## src/timer_evt_pkg.sv

```systemverilog
// constants and types for timer event generation and compare control
package timer_evt_pkg;
  localparam int CNT_W = 16;
  localparam int NCH = 2;
  localparam int CFG_W = 8;
  localparam int FAST_DLY_CLK = 3;
  localparam int SLOW_DLY_CLK = 5;
  localparam logic [7:0] OFS_INT_EN = 8'h0C;
  localparam logic [7:0] OFS_STATUS = 8'h10;
  localparam logic [7:0] OFS_SWEVT = 8'h14;
  localparam logic [7:0] OFS_CHCTL = 8'h18;
  localparam logic [7:0] OFS_CHEN = 8'h20;
  localparam logic [7:0] OFS_CV0 = 8'h34;
  localparam logic [7:0] OFS_CV1 = 8'h38;
  localparam logic [31:0] RST_WORD = 32'h0000_0000;
  localparam int BIT_UPD = 0;
  localparam int BIT_CH0 = 1;
  localparam int BIT_TRG = 6;
  localparam int BIT_OVC0 = 9;
  localparam int BIT_DMA = 8;
  localparam int IEN_W = 15;
  localparam int GEN_W = 7;
  localparam int CHEN_STRIDE = 4;
  localparam int BIT_POL = 1;
  localparam int HTRANS_ACT = 1;

  typedef enum logic [2:0] {
    OC_FROZEN = 3'b000,
    OC_SET    = 3'b001,
    OC_CLR    = 3'b010,
    OC_TOGGLE = 3'b011,
    OC_LOW    = 3'b100,
    OC_HIGH   = 3'b101,
    OC_PWM0   = 3'b110,
    OC_PWM1   = 3'b111
  } oc_mode_e;

  typedef enum logic [1:0] {
    MS_OUTPUT = 2'b00,
    MS_OWN    = 2'b01,
    MS_NEIGH  = 2'b10,
    MS_ITS    = 2'b11
  } chan_ms_e;

  typedef struct packed {
    logic     clr_en;
    oc_mode_e oc_mode;
    logic     shadow_en;
    logic     fast_en;
    chan_ms_e ms;
  } chan_cfg_s;

  typedef struct packed {
    logic       valid;
    logic       write;
    logic [5:0] word;
  } ahb_ap_s;
endpackage

```

## src/oc_channel.sv

```systemverilog
// one compare output channel: prepared level and pin
`timescale 1ns/1ps
module oc_channel #(
  parameter int CW = timer_evt_pkg::CNT_W
) (
  input  wire logic                  clk,
  input  wire logic                  sys_rst,
  input  wire logic                  ce,
  input  wire logic [CW-1:0]         cnt,
  input  wire logic                  cnt_down,
  input  wire logic [CW-1:0]         cmp_val,
  input  wire timer_evt_pkg::chan_cfg_s cfg,
  input  wire logic                  etr_filt,
  input  wire logic                  trig_edge,
  input  wire logic                  chan_en,
  input  wire logic                  chan_pol,
  output logic                       match_evt,
  output logic                       pre_q,
  output logic                       pin_q
);
  import timer_evt_pkg::*;

  logic match;
  logic match_q;
  logic pwm_act;
  logic pwm_mode;
  logic pre_d;

  assign match = (cnt == cmp_val);
  assign match_evt = match && !match_q;
  assign pwm_act = cnt_down ? (cnt <= cmp_val) : (cnt < cmp_val);
  assign pwm_mode = (cfg.oc_mode == OC_PWM0) || (cfg.oc_mode == OC_PWM1);

  always_comb begin
    pre_d = pre_q;
    case (cfg.oc_mode)
      OC_FROZEN: pre_d = pre_q;
      OC_SET:    pre_d = match_evt ? 1'b1 : pre_q;
      OC_CLR:    pre_d = match_evt ? 1'b0 : pre_q;
      OC_TOGGLE: pre_d = match_evt ? !pre_q : pre_q;
      OC_LOW:    pre_d = 1'b0;
      OC_HIGH:   pre_d = 1'b1;
      OC_PWM0:   pre_d = (cfg.fast_en && trig_edge) ? 1'b0 : pwm_act;
      OC_PWM1:   pre_d = (cfg.fast_en && trig_edge) ? 1'b1 : !pwm_act;
      default:   pre_d = pre_q;
    endcase
    if (cfg.clr_en && etr_filt) begin
      pre_d = 1'b0;
    end
  end

  always_ff @(posedge clk) begin
    if (sys_rst) begin
      // no match event straight out of reset
      match_q <= 1'b1;
      pre_q   <= 1'b0;
    end else if (ce) begin
      match_q <= match;
      pre_q   <= pre_d;
    end
  end

  always_ff @(posedge clk) begin
    if (sys_rst) begin
      pin_q <= 1'b0;
    end else if (ce) begin
      pin_q <= (chan_en && cfg.ms == MS_OUTPUT) ? (pre_q ^ chan_pol) : 1'b0;
    end
  end
endmodule

```

## src/timer_event_gen_and_compare_ctl.sv

```systemverilog
// timer event generation, flags and compare control for two channels
//
// Local design decision: the AHB-Lite register port.
`timescale 1ns/1ps
module timer_event_gen_and_compare_ctl #(
  parameter int CW = timer_evt_pkg::CNT_W
) (
  input  wire logic                 clk,
  input  wire logic                 sys_rst,
  input  wire logic                 ce,
  input  wire logic                 hsel,
  input  wire logic [31:0]          haddr,
  input  wire logic [1:0]           htrans,
  input  wire logic                 hwrite,
  input  wire logic [2:0]           hsize,
  input  wire logic [31:0]          hwdata,
  input  wire logic                 hready,
  output logic [31:0]               hrdata,
  output logic                      hreadyout,
  output logic                      hresp,
  input  wire logic [CW-1:0]        cnt_val,
  input  wire logic                 cnt_down,
  input  wire logic [CW-1:0]        autoreload,
  input  wire logic                 update_event_in,
  input  wire logic                 trig_edge,
  input  wire logic                 trig_src_internal,
  input  wire logic                 ext_trigger_filtered,
  input  wire logic [1:0]           own_filtered_input,
  input  wire logic [1:0]           neighbor_filtered_input,
  input  wire logic                 internal_trigger_sel,
  output logic                      cnt_load_stb,
  output logic [CW-1:0]             cnt_load_val,
  output logic                      psc_clear,
  output logic [1:0]                chan_output_pin,
  output logic                      int_req,
  output logic                      dma_req
);
  import timer_evt_pkg::*;

  if (CW < 2 || CW > 32) begin : g_bad_width
    $error("counter width must be 2 to 32");
  end

  ahb_ap_s            ap_q;
  logic               rd_wait_q;
  logic [31:0]        hrdata_q;
  logic [31:0]        rd_word;
  logic [31:0]        status_word;
  logic               wr;
  logic               rd_fire;
  logic [5:0]         ofs;
  logic [IEN_W-1:0]   ien_q;
  logic [GEN_W-1:0]   gen_q;
  logic [15:0]        ctl_q;
  chan_cfg_s          cfg [NCH];
  logic [NCH-1:0]     en_q;
  logic [NCH-1:0]     pol_q;
  logic [CW-1:0]      cv_sh_q [NCH];
  logic [CW-1:0]      cv_act_q [NCH];
  logic               upd_flag_q;
  logic               trg_flag_q;
  logic [NCH-1:0]     cc_flag_q;
  logic [NCH-1:0]     ovc_flag_q;
  logic [NCH-1:0]     sel_in;
  logic [NCH-1:0]     sel_q;
  logic [NCH-1:0]     cap;
  logic [NCH-1:0]     inmode;
  logic [NCH-1:0]     match_evt;
  logic [NCH-1:0]     pre;
  logic [NCH-1:0]     cc_set;
  logic [NCH-1:0]     cc_clr;
  logic [NCH-1:0]     wr_cv;
  logic               upd_evt;
  logic               trg_set;
  logic [IEN_W-1:0]   pend;

  // ahb-lite slave: zero-wait writes, one wait state on reads
  assign hreadyout = ce && !rd_wait_q;
  assign hresp = 1'b0;
  assign hrdata = hrdata_q;
  assign wr = ap_q.valid && ap_q.write && ce && !rd_wait_q;
  assign rd_fire = rd_wait_q && ce;
  assign ofs = ap_q.word;

  always_ff @(posedge clk) begin
    if (sys_rst) begin
      ap_q <= '0;
    end else if (ce && hready) begin
      ap_q.valid <= hsel && htrans[HTRANS_ACT];
      ap_q.write <= hwrite;
      ap_q.word  <= haddr[7:2];
    end
  end

  always_ff @(posedge clk) begin
    if (sys_rst) begin
      rd_wait_q <= 1'b0;
    end else if (ce) begin
      rd_wait_q <= hready && hsel && htrans[HTRANS_ACT] && !hwrite;
    end
  end

  always_ff @(posedge clk) begin
    if (sys_rst) begin
      hrdata_q <= RST_WORD;
    end else if (rd_fire) begin
      hrdata_q <= rd_word;
    end
  end

  always_comb begin
    status_word = RST_WORD;
    status_word[BIT_UPD] = upd_flag_q;
    status_word[BIT_TRG] = trg_flag_q;
    status_word[BIT_CH0 +: NCH] = cc_flag_q;
    status_word[BIT_OVC0 +: NCH] = ovc_flag_q;
  end

  always_comb begin
    rd_word = RST_WORD;
    case (ofs)
      OFS_INT_EN[7:2]: rd_word[IEN_W-1:0] = ien_q;
      OFS_STATUS[7:2]: rd_word = status_word;
      OFS_CHCTL[7:2]:  rd_word[15:0] = ctl_q;
      OFS_CHEN[7:2]: begin
        rd_word[0] = en_q[0];
        rd_word[BIT_POL] = pol_q[0];
        rd_word[CHEN_STRIDE] = en_q[1];
        rd_word[CHEN_STRIDE + BIT_POL] = pol_q[1];
      end
      OFS_CV0[7:2]:    rd_word = 32'(cv_sh_q[0]);
      OFS_CV1[7:2]:    rd_word = 32'(cv_sh_q[1]);
      // event register and holes read zero
      default:         rd_word = RST_WORD;
    endcase
  end

  always_ff @(posedge clk) begin
    if (sys_rst) begin
      gen_q <= '0;
    end else if (ce) begin
      gen_q <= (wr && ofs == OFS_SWEVT[7:2]) ? hwdata[GEN_W-1:0] : '0;
    end
  end

  always_ff @(posedge clk) begin
    if (sys_rst) begin
      ien_q <= '0;
    end else if (wr && ofs == OFS_INT_EN[7:2]) begin
      ien_q <= hwdata[IEN_W-1:0];
    end
  end

  always_ff @(posedge clk) begin
    if (sys_rst) begin
      en_q  <= '0;
      pol_q <= '0;
    end else if (wr && ofs == OFS_CHEN[7:2]) begin
      en_q[0]  <= hwdata[0];
      pol_q[0] <= hwdata[BIT_POL];
      en_q[1]  <= hwdata[CHEN_STRIDE];
      pol_q[1] <= hwdata[CHEN_STRIDE + BIT_POL];
    end
  end

  // channel fields, mode select locked while enabled
  always_ff @(posedge clk) begin
    if (sys_rst) begin
      ctl_q <= '0;
    end else if (wr && ofs == OFS_CHCTL[7:2]) begin
      for (int i = 0; i < NCH; i++) begin
        ctl_q[i*CFG_W+2 +: CFG_W-2] <= hwdata[i*CFG_W+2 +: CFG_W-2];
        if (!en_q[i]) begin
          ctl_q[i*CFG_W +: 2] <= hwdata[i*CFG_W +: 2];
        end
      end
    end
  end

  assign upd_evt = update_event_in || gen_q[BIT_UPD];
  assign trg_set = trig_edge || gen_q[BIT_TRG];

  for (genvar i = 0; i < NCH; i++) begin : g_ch
    assign cfg[i] = chan_cfg_s'(ctl_q[i*CFG_W +: CFG_W]);
    assign inmode[i] = cfg[i].ms != MS_OUTPUT;
    assign wr_cv[i] = wr && ofs == (i == 0 ? OFS_CV0[7:2] : OFS_CV1[7:2]);

    always_comb begin
      case (cfg[i].ms)
        MS_OWN:   sel_in[i] = own_filtered_input[i];
        MS_NEIGH: sel_in[i] = neighbor_filtered_input[i];
        MS_ITS:   sel_in[i] = internal_trigger_sel && trig_src_internal;
        default:  sel_in[i] = 1'b0;
      endcase
    end

    always_ff @(posedge clk) begin
      if (sys_rst) begin
        sel_q[i] <= 1'b0;
      end else if (ce) begin
        sel_q[i] <= sel_in[i];
      end
    end

    // capture on software event or input edge
    assign cap[i] = inmode[i] && (gen_q[BIT_CH0+i] ||
                    (en_q[i] && sel_in[i] && !sel_q[i]));
    // flag from software, capture or compare match
    assign cc_set[i] = gen_q[BIT_CH0+i] || cap[i] ||
                       (!inmode[i] && match_evt[i]);
    assign cc_clr[i] = (wr && ofs == OFS_STATUS[7:2] &&
                        !hwdata[BIT_CH0+i]) ||
                       (rd_fire && inmode[i] &&
                        ofs == (i == 0 ? OFS_CV0[7:2] : OFS_CV1[7:2]));

    // set wins over clear
    always_ff @(posedge clk) begin
      if (sys_rst) begin
        cc_flag_q[i] <= 1'b0;
      end else if (ce) begin
        if (cc_set[i]) begin
          cc_flag_q[i] <= 1'b1;
        end else if (cc_clr[i]) begin
          cc_flag_q[i] <= 1'b0;
        end
      end
    end

    always_ff @(posedge clk) begin
      if (sys_rst) begin
        ovc_flag_q[i] <= 1'b0;
      end else if (ce) begin
        if (cap[i] && cc_flag_q[i]) begin
          ovc_flag_q[i] <= 1'b1;
        end else if (wr && ofs == OFS_STATUS[7:2] &&
                     !hwdata[BIT_OVC0+i]) begin
          ovc_flag_q[i] <= 1'b0;
        end
      end
    end

    // shadow written, active loaded on update
    always_ff @(posedge clk) begin
      if (sys_rst) begin
        cv_sh_q[i]  <= '0;
        cv_act_q[i] <= '0;
      end else if (ce) begin
        if (cap[i]) begin
          cv_sh_q[i]  <= cnt_val;
          cv_act_q[i] <= cnt_val;
        end else if (wr_cv[i] && !inmode[i]) begin
          cv_sh_q[i] <= hwdata[CW-1:0];
          if (!cfg[i].shadow_en) begin
            cv_act_q[i] <= hwdata[CW-1:0];
          end
        end else if (upd_evt && cfg[i].shadow_en && !inmode[i]) begin
          cv_act_q[i] <= cv_sh_q[i];
        end
      end
    end

    oc_channel #(
      .CW(CW)
    ) u_oc (
      .clk       (clk),
      .sys_rst   (sys_rst),
      .ce        (ce),
      .cnt       (cnt_val),
      .cnt_down  (cnt_down),
      .cmp_val   (cv_act_q[i]),
      .cfg       (cfg[i]),
      .etr_filt  (ext_trigger_filtered),
      .trig_edge (trig_edge),
      .chan_en   (en_q[i]),
      .chan_pol  (pol_q[i]),
      .match_evt (match_evt[i]),
      .pre_q     (pre[i]),
      .pin_q     (chan_output_pin[i])
    );
  end

  always_ff @(posedge clk) begin
    if (sys_rst) begin
      upd_flag_q <= 1'b0;
    end else if (ce) begin
      if (upd_evt) begin
        upd_flag_q <= 1'b1;
      end else if (wr && ofs == OFS_STATUS[7:2] && !hwdata[BIT_UPD]) begin
        upd_flag_q <= 1'b0;
      end
    end
  end

  always_ff @(posedge clk) begin
    if (sys_rst) begin
      trg_flag_q <= 1'b0;
    end else if (ce) begin
      if (trg_set) begin
        trg_flag_q <= 1'b1;
      end else if (wr && ofs == OFS_STATUS[7:2] && !hwdata[BIT_TRG]) begin
        trg_flag_q <= 1'b0;
      end
    end
  end

  always_comb begin
    pend = '0;
    pend[BIT_UPD] = upd_flag_q;
    pend[BIT_TRG] = trg_flag_q;
    pend[BIT_CH0 +: NCH] = cc_flag_q;
    pend[BIT_DMA + BIT_UPD] = upd_flag_q;
    pend[BIT_DMA + BIT_TRG] = trg_flag_q;
    pend[BIT_DMA + BIT_CH0 +: NCH] = cc_flag_q;
  end

  always_ff @(posedge clk) begin
    if (sys_rst) begin
      int_req <= 1'b0;
      dma_req <= 1'b0;
    end else if (ce) begin
      int_req <= |(pend[BIT_DMA-1:0] & ien_q[BIT_DMA-1:0]);
      dma_req <= |(pend[IEN_W-1:BIT_DMA] & ien_q[IEN_W-1:BIT_DMA]);
    end
  end

  always_ff @(posedge clk) begin
    if (sys_rst) begin
      cnt_load_stb <= 1'b0;
      cnt_load_val <= '0;
      psc_clear    <= 1'b0;
    end else if (ce) begin
      cnt_load_stb <= gen_q[BIT_UPD];
      psc_clear    <= gen_q[BIT_UPD];
      if (gen_q[BIT_UPD]) begin
        cnt_load_val <= cnt_down ? autoreload : '0;
      end
    end
  end
endmodule

```

## config.mk

```make
export PLATFORM = sky130hd
export DESIGN_NAME = timer_event_gen_and_compare_ctl
export DESIGN_NICKNAME = d
export VERILOG_FILES = /design/src/timer_evt_pkg.sv /design/src/oc_channel.sv /design/src/timer_event_gen_and_compare_ctl.sv
export SDC_FILE = /design/constraint.sdc
export NUM_CORES = 1
export LEC_CHECK = 0
export BUFFER_PORTS_ARGS = -buffer_cell sky130_fd_sc_hd__buf_2
export CAP_MARGIN = 25
export CORE_ASPECT_RATIO = 1.4
export CORE_MARGIN = 3
export CORE_UTILIZATION = 50
export DETAILED_ROUTE_END_ITERATION = 8
export PLACE_DENSITY = 0.82
export REMOVE_ABC_BUFFERS = 1
export SLEW_MARGIN = 20
export SYNTH_ARGS = -nofsm -noshare
export SYNTH_HDL_FRONTEND = slang
export SYNTH_HIERARCHICAL = 1
export SYNTH_SLANG_ARGS = --single-unit
```

## constraint.sdc

```tcl
create_clock -name clk -period 4.95 [get_ports clk]
set_input_delay 0.2475 -clock clk [delete_from_list [all_inputs] [get_ports clk]]
set_output_delay 0.2475 -clock clk [all_outputs]
set_load 0.01 [all_outputs]
```

# ---- Yosys cells after proc, flatten, opt, wreduce, memory -nomap -nowiden
# Memories as Yosys holds them, arrays and structs flattened.
# Cells that the tools add are included.
# Widths: inputs -> output; s select.
dict set report op_classes {
  order_cmp 4
  eq_ne 37
  mux 93
  n_bitwise 16
  reduce_logical 105
}
# cell count
set ops {}
lappend ops {{$mux 16} 11}
lappend ops {{$mux 1} 72}
lappend ops {{$logic_and 1x1->1} 52}
lappend ops {{$pmux 9 s5} 1}
lappend ops {{$eq 16x16->1} 2}
lappend ops {{$le 16x16->1} 2}
lappend ops {{$lt 16x16->1} 2}
lappend ops {{$eq 3x3->1 const B} 8}
lappend ops {{$pmux 2 s5} 2}
lappend ops {{$eq 6x3->1 const B} 3}
lappend ops {{$eq 6x4->1 const B} 3}
lappend ops {{$logic_not 1->1} 18}
lappend ops {{$ne 3x1->1 const B} 6}
lappend ops {{$reduce_and 2->1} 9}
lappend ops {{$reduce_bool 2->1} 8}
lappend ops {{$pmux 1 s7} 2}
lappend ops {{$eq 3x2->1 const B} 4}
lappend ops {{$pmux 2 s6} 1}
lappend ops {{$logic_or 1x1->1} 10}
lappend ops {{$or 1x1->1} 10}
lappend ops {{$reduce_and 5->1} 2}
lappend ops {{$pmux 1 s3} 3}
lappend ops {{$and 7x8->8} 1}
lappend ops {{$eq 2x2->1 const B} 4}
lappend ops {{other kinds (12)} 19}
dict set report totals {
  reg_bits 100
  ramBits 64
  out_inout_bits 56
  mem_count 2
}
# memory words width rd rd_clocked_by_memory_dff write_ports line_no
set memory_table {}
lappend memory_table {cv_act_q 2 16 2 0 2 timer_event_gen_and_compare_ctl.sv:59} ;# logic [CW-1:0] cv_act_q [NCH];
lappend memory_table {cv_sh_q 2 16 2 0 2 timer_event_gen_and_compare_ctl.sv:58} ;# logic [CW-1:0] cv_sh_q [NCH];

# ---- Depth between registers and ports, before layout
# Gate-level depths: netlist (run 1).
dict set report depth {
  depth_word 13
  ltp_mapped 10
}

# ---- Cells and area by module
# Netlist (run 1), hierarchy kept.
# module instances cells_each area_each_um2 seq_area_each_um2
set by_module_without_submodules {}
lappend by_module_without_submodules {timer_event_gen_and_compare_ctl 1 729 7061.8 3743.6}
lappend by_module_without_submodules {{oc_channel at g_ch[0].u_oc} 1 91 651.9 60.1}
lappend by_module_without_submodules {{oc_channel at g_ch[1].u_oc} 1 88 645.6 60.1}

# ---- Worst setup path after synthesis (run 1)
# Ideal clock, no wire load.
dict set report synth_path {
  kind {flip-flop to flip-flop}
  startpoint {register ap_q (netlist bit ofs[1])}
  endpoint {memory cv_sh_q[1][0] (netlist bit) (enable)}
  arrival_ps 2185
  required_ps 4539
  path_slack_ps 2354
  stages_incl_launch_ff 6
  n_path_buf 2
  cell_sequence {dfxtp_1 -> buf_4 -> nor2b_1 -> nand2_1 -> clkbuf_1 -> o21ai_0}
}
# item line_no
set synth_lines {}
lappend synth_lines {{from (decl)} timer_event_gen_and_compare_ctl.sv:44} ;# ahb_ap_s ap_q;
lappend synth_lines {{to (decl)} timer_event_gen_and_compare_ctl.sv:58}

==> results of run 1 <==
## tightest hold or removal path, cell delays in order
cell and delay, ps:
buf_2 100, nand3_1 70, a21oi_1 50
## flip-flops by register name (all words and copies together) (netlist names)
| signal | count |
|---|---|
| g_ch.u_oc/match_q | 2 |
| ofs | 6 |
| cnt_load_val | 16 |
| int_req | 1 |
| en_q | 2 |
| rd_wait_q | 1 |
| ien_q | 15 |
| hrdata | 16 |
| upd_flag_q | 1 |
| cv_sh_q | 32 |
| dma_req | 1 |
| psc_clear | 1 |
| gen_q | 4 |
| trg_flag_q | 1 |
| pol_q | 2 |
| ap_q | 2 |
| ctl_q | 16 |
| sel_q | 2 |
| cc_flag_q | 2 |
| ovc_flag_q | 2 |
| cv_act_q | 32 |
| g_ch.u_oc/pre_q | 2 |
| g_ch.u_oc/pin_q | 2 |
## cell type report
cell class | count | area, um^2
Multi-Input combinational cell | 652 | 4050
Timing Repair Buffer | 123 | 651
Tap cell | 199 | 249
Clock buffer | 17 | 425
Sequential cell | 161 | 3860
Fill cell | 1366 | 6720
Inverter | 38 | 143
Clock inverter | 15 | 204
## per-stage QoR
stage / area (um^2) / setup slack [ps] / instances
2_1_floorplan: 8030 / 891 / 851
3_3_place_gp: 8940 / 1720 / 1172
3_5_place_dp: 8960 / 1630 / 1173
4_1_cts: 9590 / 1560 / 1205
5_1_grt: 9590 / 1400 / 1205
6_report: 9590 / 1540 / 1205
## cells in the mapped netlist (3+ instances only)
cell / n / area, um^2
inv_1: 37 / 139
o21ai_0: 28 / 140
a211oi_1: 4 / 30.0
nor2_1: 57 / 214
nor2b_1: 9 / 56.3
a221o_1: 17 / 170
nor4_2: 3 / 37.5
a22o_1: 23 / 201
dfxtp_1: 97 / 1940
a311oi_1: 4 / 35.0
a31oi_1: 4 / 25.0
a21oi_1: 117 / 586
ha_1: 32 / 400
nor3_1: 5 / 25.0
nand3_1: 54 / 270
buf_2: 7 / 35.0
nand4_1: 11 / 68.8
a22oi_1: 24 / 180
nand3b_1: 6 / 45.0
buf_4: 19 / 143
a21o_1: 19 / 143
a221oi_1: 5 / 43.8
nor3b_1: 3 / 22.5
nand4_2: 3 / 37.5
o211ai_1: 3 / 22.5
a222oi_1: 8 / 80.1
mux2i_1: 15 / 150
clkbuf_1: 40 / 150
edfxtp_1: 64 / 1920
and3_1: 3 / 18.8
nand2_1: 110 / 413
a211o_1: 3 / 26.3
nand2b_1: 9 / 56.3
buf_6: 5 / 56.3
o21ai_1: 4 / 20.0
and2_1: 18 / 113
## routing by layer
| layer | global-route usage | wire length [um] |
|---|---|---|
| met4 | 0.142 | 1240 |
| met1 | 0.307 | 8600 |
| met3 | 0.0532 | 2080 |
| met2 | 0.440 | 11900 |
| met5 | 0 | 0 |
## power by group through the flow
stage,registers (uW),clock network (uW),logic [uW]
after floorplan,1450,0,91.5
after global routing,1430,1470,225
after global placement,1450,0,195
final,1430,1410,206
after detailed placement,1460,0,202
after CTS,1430,1410,203
## cells by family (layout without fill, tap and decap cells)
| group | Yosys count | count (layout) | synth area share |
|---|---|---|---|
| compound gates | 274 | 274 | 0.216 |
| xor+xnor | 2 | 2 | 0.00210 |
| fa+ha+maj | 32 | 32 | 0.0479 |
| buf+inv | 111 | 193 | 0.0639 |
| flops | 161 | 161 | 0.462 |
| mux | 15 | 15 | 0.0180 |
| other cells | 1 | 17 | 0.000449 |
| simple gates | 312 | 312 | 0.189 |
## worst paths after layout
kind	slack, ps	to	cells past startpoint	start
worst max-delay path	1540	cv_act_q[0][2]$_DFFE_PP_	5	ofs[3]$_SDFFE_PP0P_
worst min-delay path	90	ofs[4]$_SDFFE_PP0P_	3	haddr[6]
worst max register to register	1540	cv_act_q[0][2]$_DFFE_PP_	5	ofs[3]$_SDFFE_PP0P_
worst min register to register	450	cnt_load_val[13]$_SDFFE_PP0P_	2	cnt_load_val[13]$_SDFFE_PP0P_
==> impl_metrics.tcl, run 1 <==
set metrics [dict create \
    maxSlewViolCount 0 \
    synth-seq-area-share 0.462 \
    post-dp-hpwl_um 17400 \
    setup_violations 0 \
    p_comb_frac 0.068 \
    grt_pass1_vias 7537 \
    ys_warn_count 6 \
    ctsResizeCount 0 \
    setup.worst_path.class "flip-flop to flip-flop" \
    p_leak_uw 0.00386 \
    core-area_um2 16300 \
    finalHoldViolCount 0 \
    drive_above_1_share 0.176 \
    path_clk_slew_ps 60 \
    cp_cell_sequence "and4b_1 > buf_4 > and4_4 > nor2b_4 > or3b_1" \
    grt_pass1_wl_um 38000 \
    layout_commonest_cell "a21oi_1" \
    route.detailed.drc 0 \
    rsz0062_at_grt "no" \
    drt_iter0_drc 825 \
    initial_utilization 0.513 \
    die_h_um 159 \
    nNetsFinal 1142 \
    postLayoutCoreUtil 0.588 \
    maxCapViolCount 0 \
    fin_hold_ws_ps 85.8 \
    tightest_slew_ps 954 \
    period_needed_ps 3410 \
    vias_per_cell 6.28 \
    outcome "finished, final reports clean" \
    cp_data_arrival_time_ps 3470 \
    skew_ps 10.1 \
    clockRootBuffer "clkbuf_16" \
    gp_congestion 0.953 \
    holdBufCountCts 0 \
    tritoncts "done" \
    final_cell_mix "117 x a21oi_1, 110 x nand2_1, 109 x buf_2, 97 x dfxtp_1, 64 x edfxtp_1" \
    io_pins 173 \
    syn_area_um2 8360 \
    p_sw_frac 0.236 \
    fmax_mhz 293 \
    peakVddDrop_mv 0.274 \
    cts_sinks 161 \
    grt_overflow_total 0 \
    ys_ff_latch 161 \
    ys.flop_type "dfxtp_1" \
    min_period_over_period 0.689 \
    antenna_found_initial 0 \
    diodes 0 \
    path_max_fanout 20 \
    firstDrtPassIters 6 \
    crit_family "simple AND/OR/NAND/NOR gates" \
    power_frac_clock 0.463 \
    synthArstFlopShare 0 \
    fp.dieW_um 115 \
    power.density_nw_per_um2 317 \
    syn_area_per_cell_um2 9.21 \
    postSynthCellCount 908 \
    drt-total-wl_um 23800 \
    synth_cell_type_count 67 \
    power_uw 3040 \
    wl_per_cell_um 19.8 \
    clkLatencyLatePin_ps 430 \
    cp-end-kind "flip-flop" \
    dieArea_um2 18300 \
    tns_ps 0 \
    synth_edf_count 64 \
    cp_slowest_cell "dfxtp_1" \
    path_buf_inv 1 \
    min_path_type "primary input to flip-flop" \
    p_switching_uw 716 \
    clockBufferDepth 2 \
    postCtsSetupRepairBufs 0 \
    synthToLayoutAreaGrowth_pct 14.7 \
    grt_use_total 0.261 \
    seq_power_share 0.469 \
    crit_path_max_incr_delay_ps 940 \
    critPathLaunchType "flip-flop" \
    critPathRequiredTime_ps 5010 \
    antenna_left 0 \
    grt_max_degree 72 \
    numPortBuffers 109 \
    core.rowCount 55 \
    p_int_uw 2320 \
    dr_total_vias 7570 \
    htreeDepth 4 \
    relSlewSlack 0.363 \
    numCtsBuffers 17 \
]
Power figures use the tool's default switching activity.
==> inputs of run 2 (changes only) <==
--- a/config.mk
+++ b/config.mk
@@ -5,13 +5,14 @@
 export SDC_FILE = /design/constraint.sdc
 export NUM_CORES = 1
 export LEC_CHECK = 0
+export ABC_AREA = 1
 export BUFFER_PORTS_ARGS = -buffer_cell sky130_fd_sc_hd__buf_2
 export CAP_MARGIN = 25
 export CORE_ASPECT_RATIO = 1.4
 export CORE_MARGIN = 3
 export CORE_UTILIZATION = 50
 export DETAILED_ROUTE_END_ITERATION = 8
-export PLACE_DENSITY = 0.82
+export PLACE_DENSITY = 0.84
 export REMOVE_ABC_BUFFERS = 1
 export SLEW_MARGIN = 20
 export SYNTH_ARGS = -nofsm -noshare
==> constraint.sdc (replaced) <==
create_clock -name clk -period 3 [get_ports clk]
set_input_delay 0.15 -clock clk [delete_from_list [all_inputs] [get_ports clk]]
set_output_delay 0.15 -clock clk [all_outputs]
set_load 0.01 [all_outputs]
==> impl_metrics.tcl, run 2 <==
set metrics [dict create \
    outcome "finished with violations" \
    failed_checks "negative hold slack" \
    ys_ff_latch 161 \
    power.density_nw_per_um2 477 \
    critPathRequiredTime_ps 3050 \
    core-area_um2 17400 \
    postSynthCellCount 1183 \
    dp_cells 1502 \
    min_path_type "primary input to flip-flop" \
    r2r-start "ofs[5]$_SDFFE_PP0P_" \
    cts_sinks 161 \
    tightest_slew_ps 748 \
    rsz0062_at_grt "no" \
    critPathLaunchType "flip-flop" \
    period_needed_ps 2550 \
    peakVddDrop_mv 0.410 \
    syn_area_per_cell_um2 7.50 \
    syn_area_um2 8870 \
    vias_per_cell 5.62 \
    yosys-top-cells-area "dfxtp_1 22%, edfxtp_1 22%, nand2_1 11%" \
    synth.most_common_cell "nand2_1" \
    synthArstFlopShare 0 \
    dr_total_vias 8718 \
    drive_above_1_share 0.163 \
    wl_per_cell_um 16.7 \
    grt_overflow_total 0 \
    core.rowCount 57 \
    fin_cells 1552 \
    synth_edf_count 64 \
    worstHoldStart "autoreload[13]" \
    crit_top_cell "nand2_1" \
    finalHoldViolCount 1 \
    clockBufferDepth 2 \
    clkLatencyLatePin_ps 430 \
    htreeDepth 4 \
    reg.largest.list "cv_act_q x32, cv_sh_q x32" \
    yosys-top-cells-count "257 x nand2_1, 147 x inv_1, 116 x a21oi_1, 110 x o21ai_0, 97 x dfxtp_1" \
    final_cell_mix "257 x nand2_1, 147 x inv_1, 116 x a21oi_1, 110 x o21ai_0, 109 x buf_2" \
    gp_congestion 0.966 \
    critPathLaunch "ofs[5]$_SDFFE_PP0P_" \
    grt_use_total 0.261 \
    synthToLayoutAreaGrowth_pct 17.0 \
    synth-seq-area-share 0.436 \
    clockRootBuffer "clkbuf_16" \
    drt_iter0_drc 876 \
    ys_warn_count 6 \
    met1_usage 0.298 \
    maxCapViolCount 0 \
    skew_ps 12.5 \
    tns_ps 0 \
    nNetsFinal 1452 \
    synth_top_area_frac 0.219 \
    diodes 0 \
    route.detailed.drc 0 \
    grt_pass1_vias 8187 \
    gr-usage-met2 0.460 \
    fin_hold_ws_ps -2.20 \
    maxSlewViolCount 0 \
    ys.flop_type "dfxtp_1" \
    layout_commonest_cell "nand2_1" \
    dieArea_um2 19400 \
    cp_data_arrival_time_ps 2600 \
    grt_pass1_wl_um 40800 \
    drt-total-wl_um 25900 \
    io_pins 173 \
    initial_utilization 0.510 \
    firstDrtPassIters 7 \
    path_clk_slew_ps 70 \
    cp_cell_sequence "nor2_1 > nand3_4 > nor2_8 > nand2_2 > nand2_1 > inv_2 > nand2_1" \
    finish.instance_area_um2 10400 \
    globalRouteMet3Util 0.0416 \
    post-dp-hpwl_um 18900 \
    tritoncts "done" \
    placed_area_um2 9600 \
    min_period_over_period 0.850 \
    fmax_mhz 392 \
    synth_top_area_cell "dfxtp_1" \
    cp_slowest_cell "nand2_1" \
    crit_path_max_incr_delay_ps 600 \
    grt_busiest_layer "met2" \
    fp.dieW_um 119 \
    grt_max_degree 66 \
    antenna_left 0 \
    die_h_um 164 \
    antenna_found_initial 0 \
    numCtsBuffers 17 \
    cp-end-kind "flip-flop" \
    setup.worst_path.class "flip-flop to flip-flop" \
    numPortBuffers 109 \
    setup_violations 0 \
    synth_cell_type_count 43 \
    path_max_fanout 19 \
    relSlewSlack 0.500 \
    p_leak_uw 0.00471 \
]
run 2: changes by cell type in the layout (fill, tap and decap cells not counted), moves of 23 or more:
cell     before  now
nor2_1       56   85
a22oi_1      24    0
nand3_1      54   87
inv_1        37  147
nand2_1     110  257
o21ai_0      27  110
a22o_1       23    0
nand4_1      11   39
run 2: logic make-up (layout without fill, tap and decap cells):
kind of cell	after synthesis	in the layout	synth area share
other	1	17	0.000423
buffers and inverters	224	341	0.107
AO/OA/AOI/OAI	242	242	0.142
adder cells (fa/ha/maj)	32	32	0.0451
XOR/XNOR	2	2	0.00198
AND/OR/NAND/NOR	521	521	0.268
flip-flops	161	161	0.436
run 2: final timing paths:
path / endpoint / depth (start not counted) / slack [ps]
worst max register to register: cv_sh_q[1][1]$_SDFFCE_PN0P_ / 7 / 450
worst min-delay path: cnt_load_val[13]$_SDFFE_PP0P_ / 3 / -2
worst min register to register: hrdata[13]$_SDFFE_PP0P_ / 2 / 460
worst max-delay path: cv_sh_q[1][1]$_SDFFCE_PN0P_ / 7 / 450
run 2: layer usage:
layer,vias to the layer above,share of wire
li1,4123,-
met1,3932,0.36
met2,535,0.49
met3,128,0.085
met4,0,0.064
met5,-,0
run 2: metrics by stage:
step / setup WS [ps] / hold WS [ps] / util / total power, uW
floorplan: 131 / 212 / - / 2580
global placement: 605 / 410 / 0.552 / 2750
detailed placement: 505 / 415 / 0.552 / 2760
CTS: 482 / 0.817 / 0.596 / 4940
global route: 162 / 20.6 / 0.596 / 5100
finish: 450 / -2.20 / 0.596 / 4950
run 2: power breakdown:
group          switching [uW]  total, uW  internal (uW)
clock                     953       2210           1260
sequential               24.0       2340           2310
combinational             269        407            138
total                    1250       4950           3710
run 2: critical path, delay by kind of cell, from the launching register on:
family,cells,cell delay [ps]
buffers and inverters,1,150
DFF,1,320
and+or+nand+nor,6,1700
run 2: timing repair:
item,CTS,global route
gates resized for setup,0,0
hold buffers,18,0
endpoints found under the hold margin,18,0
endpoints found under the setup margin,0,0
setup buffers,0,0
run 2: area by class of cell:
class | count | area [um^2]
fillers | 1547 | 7030
multi-input cells | 814 | 4120
flip-flops and latches | 161 | 3860
repair buffers | 152 | 913
inverters | 157 | 592
clock buffers | 18 | 429
well taps | 236 | 295
clock inverters | 14 | 166
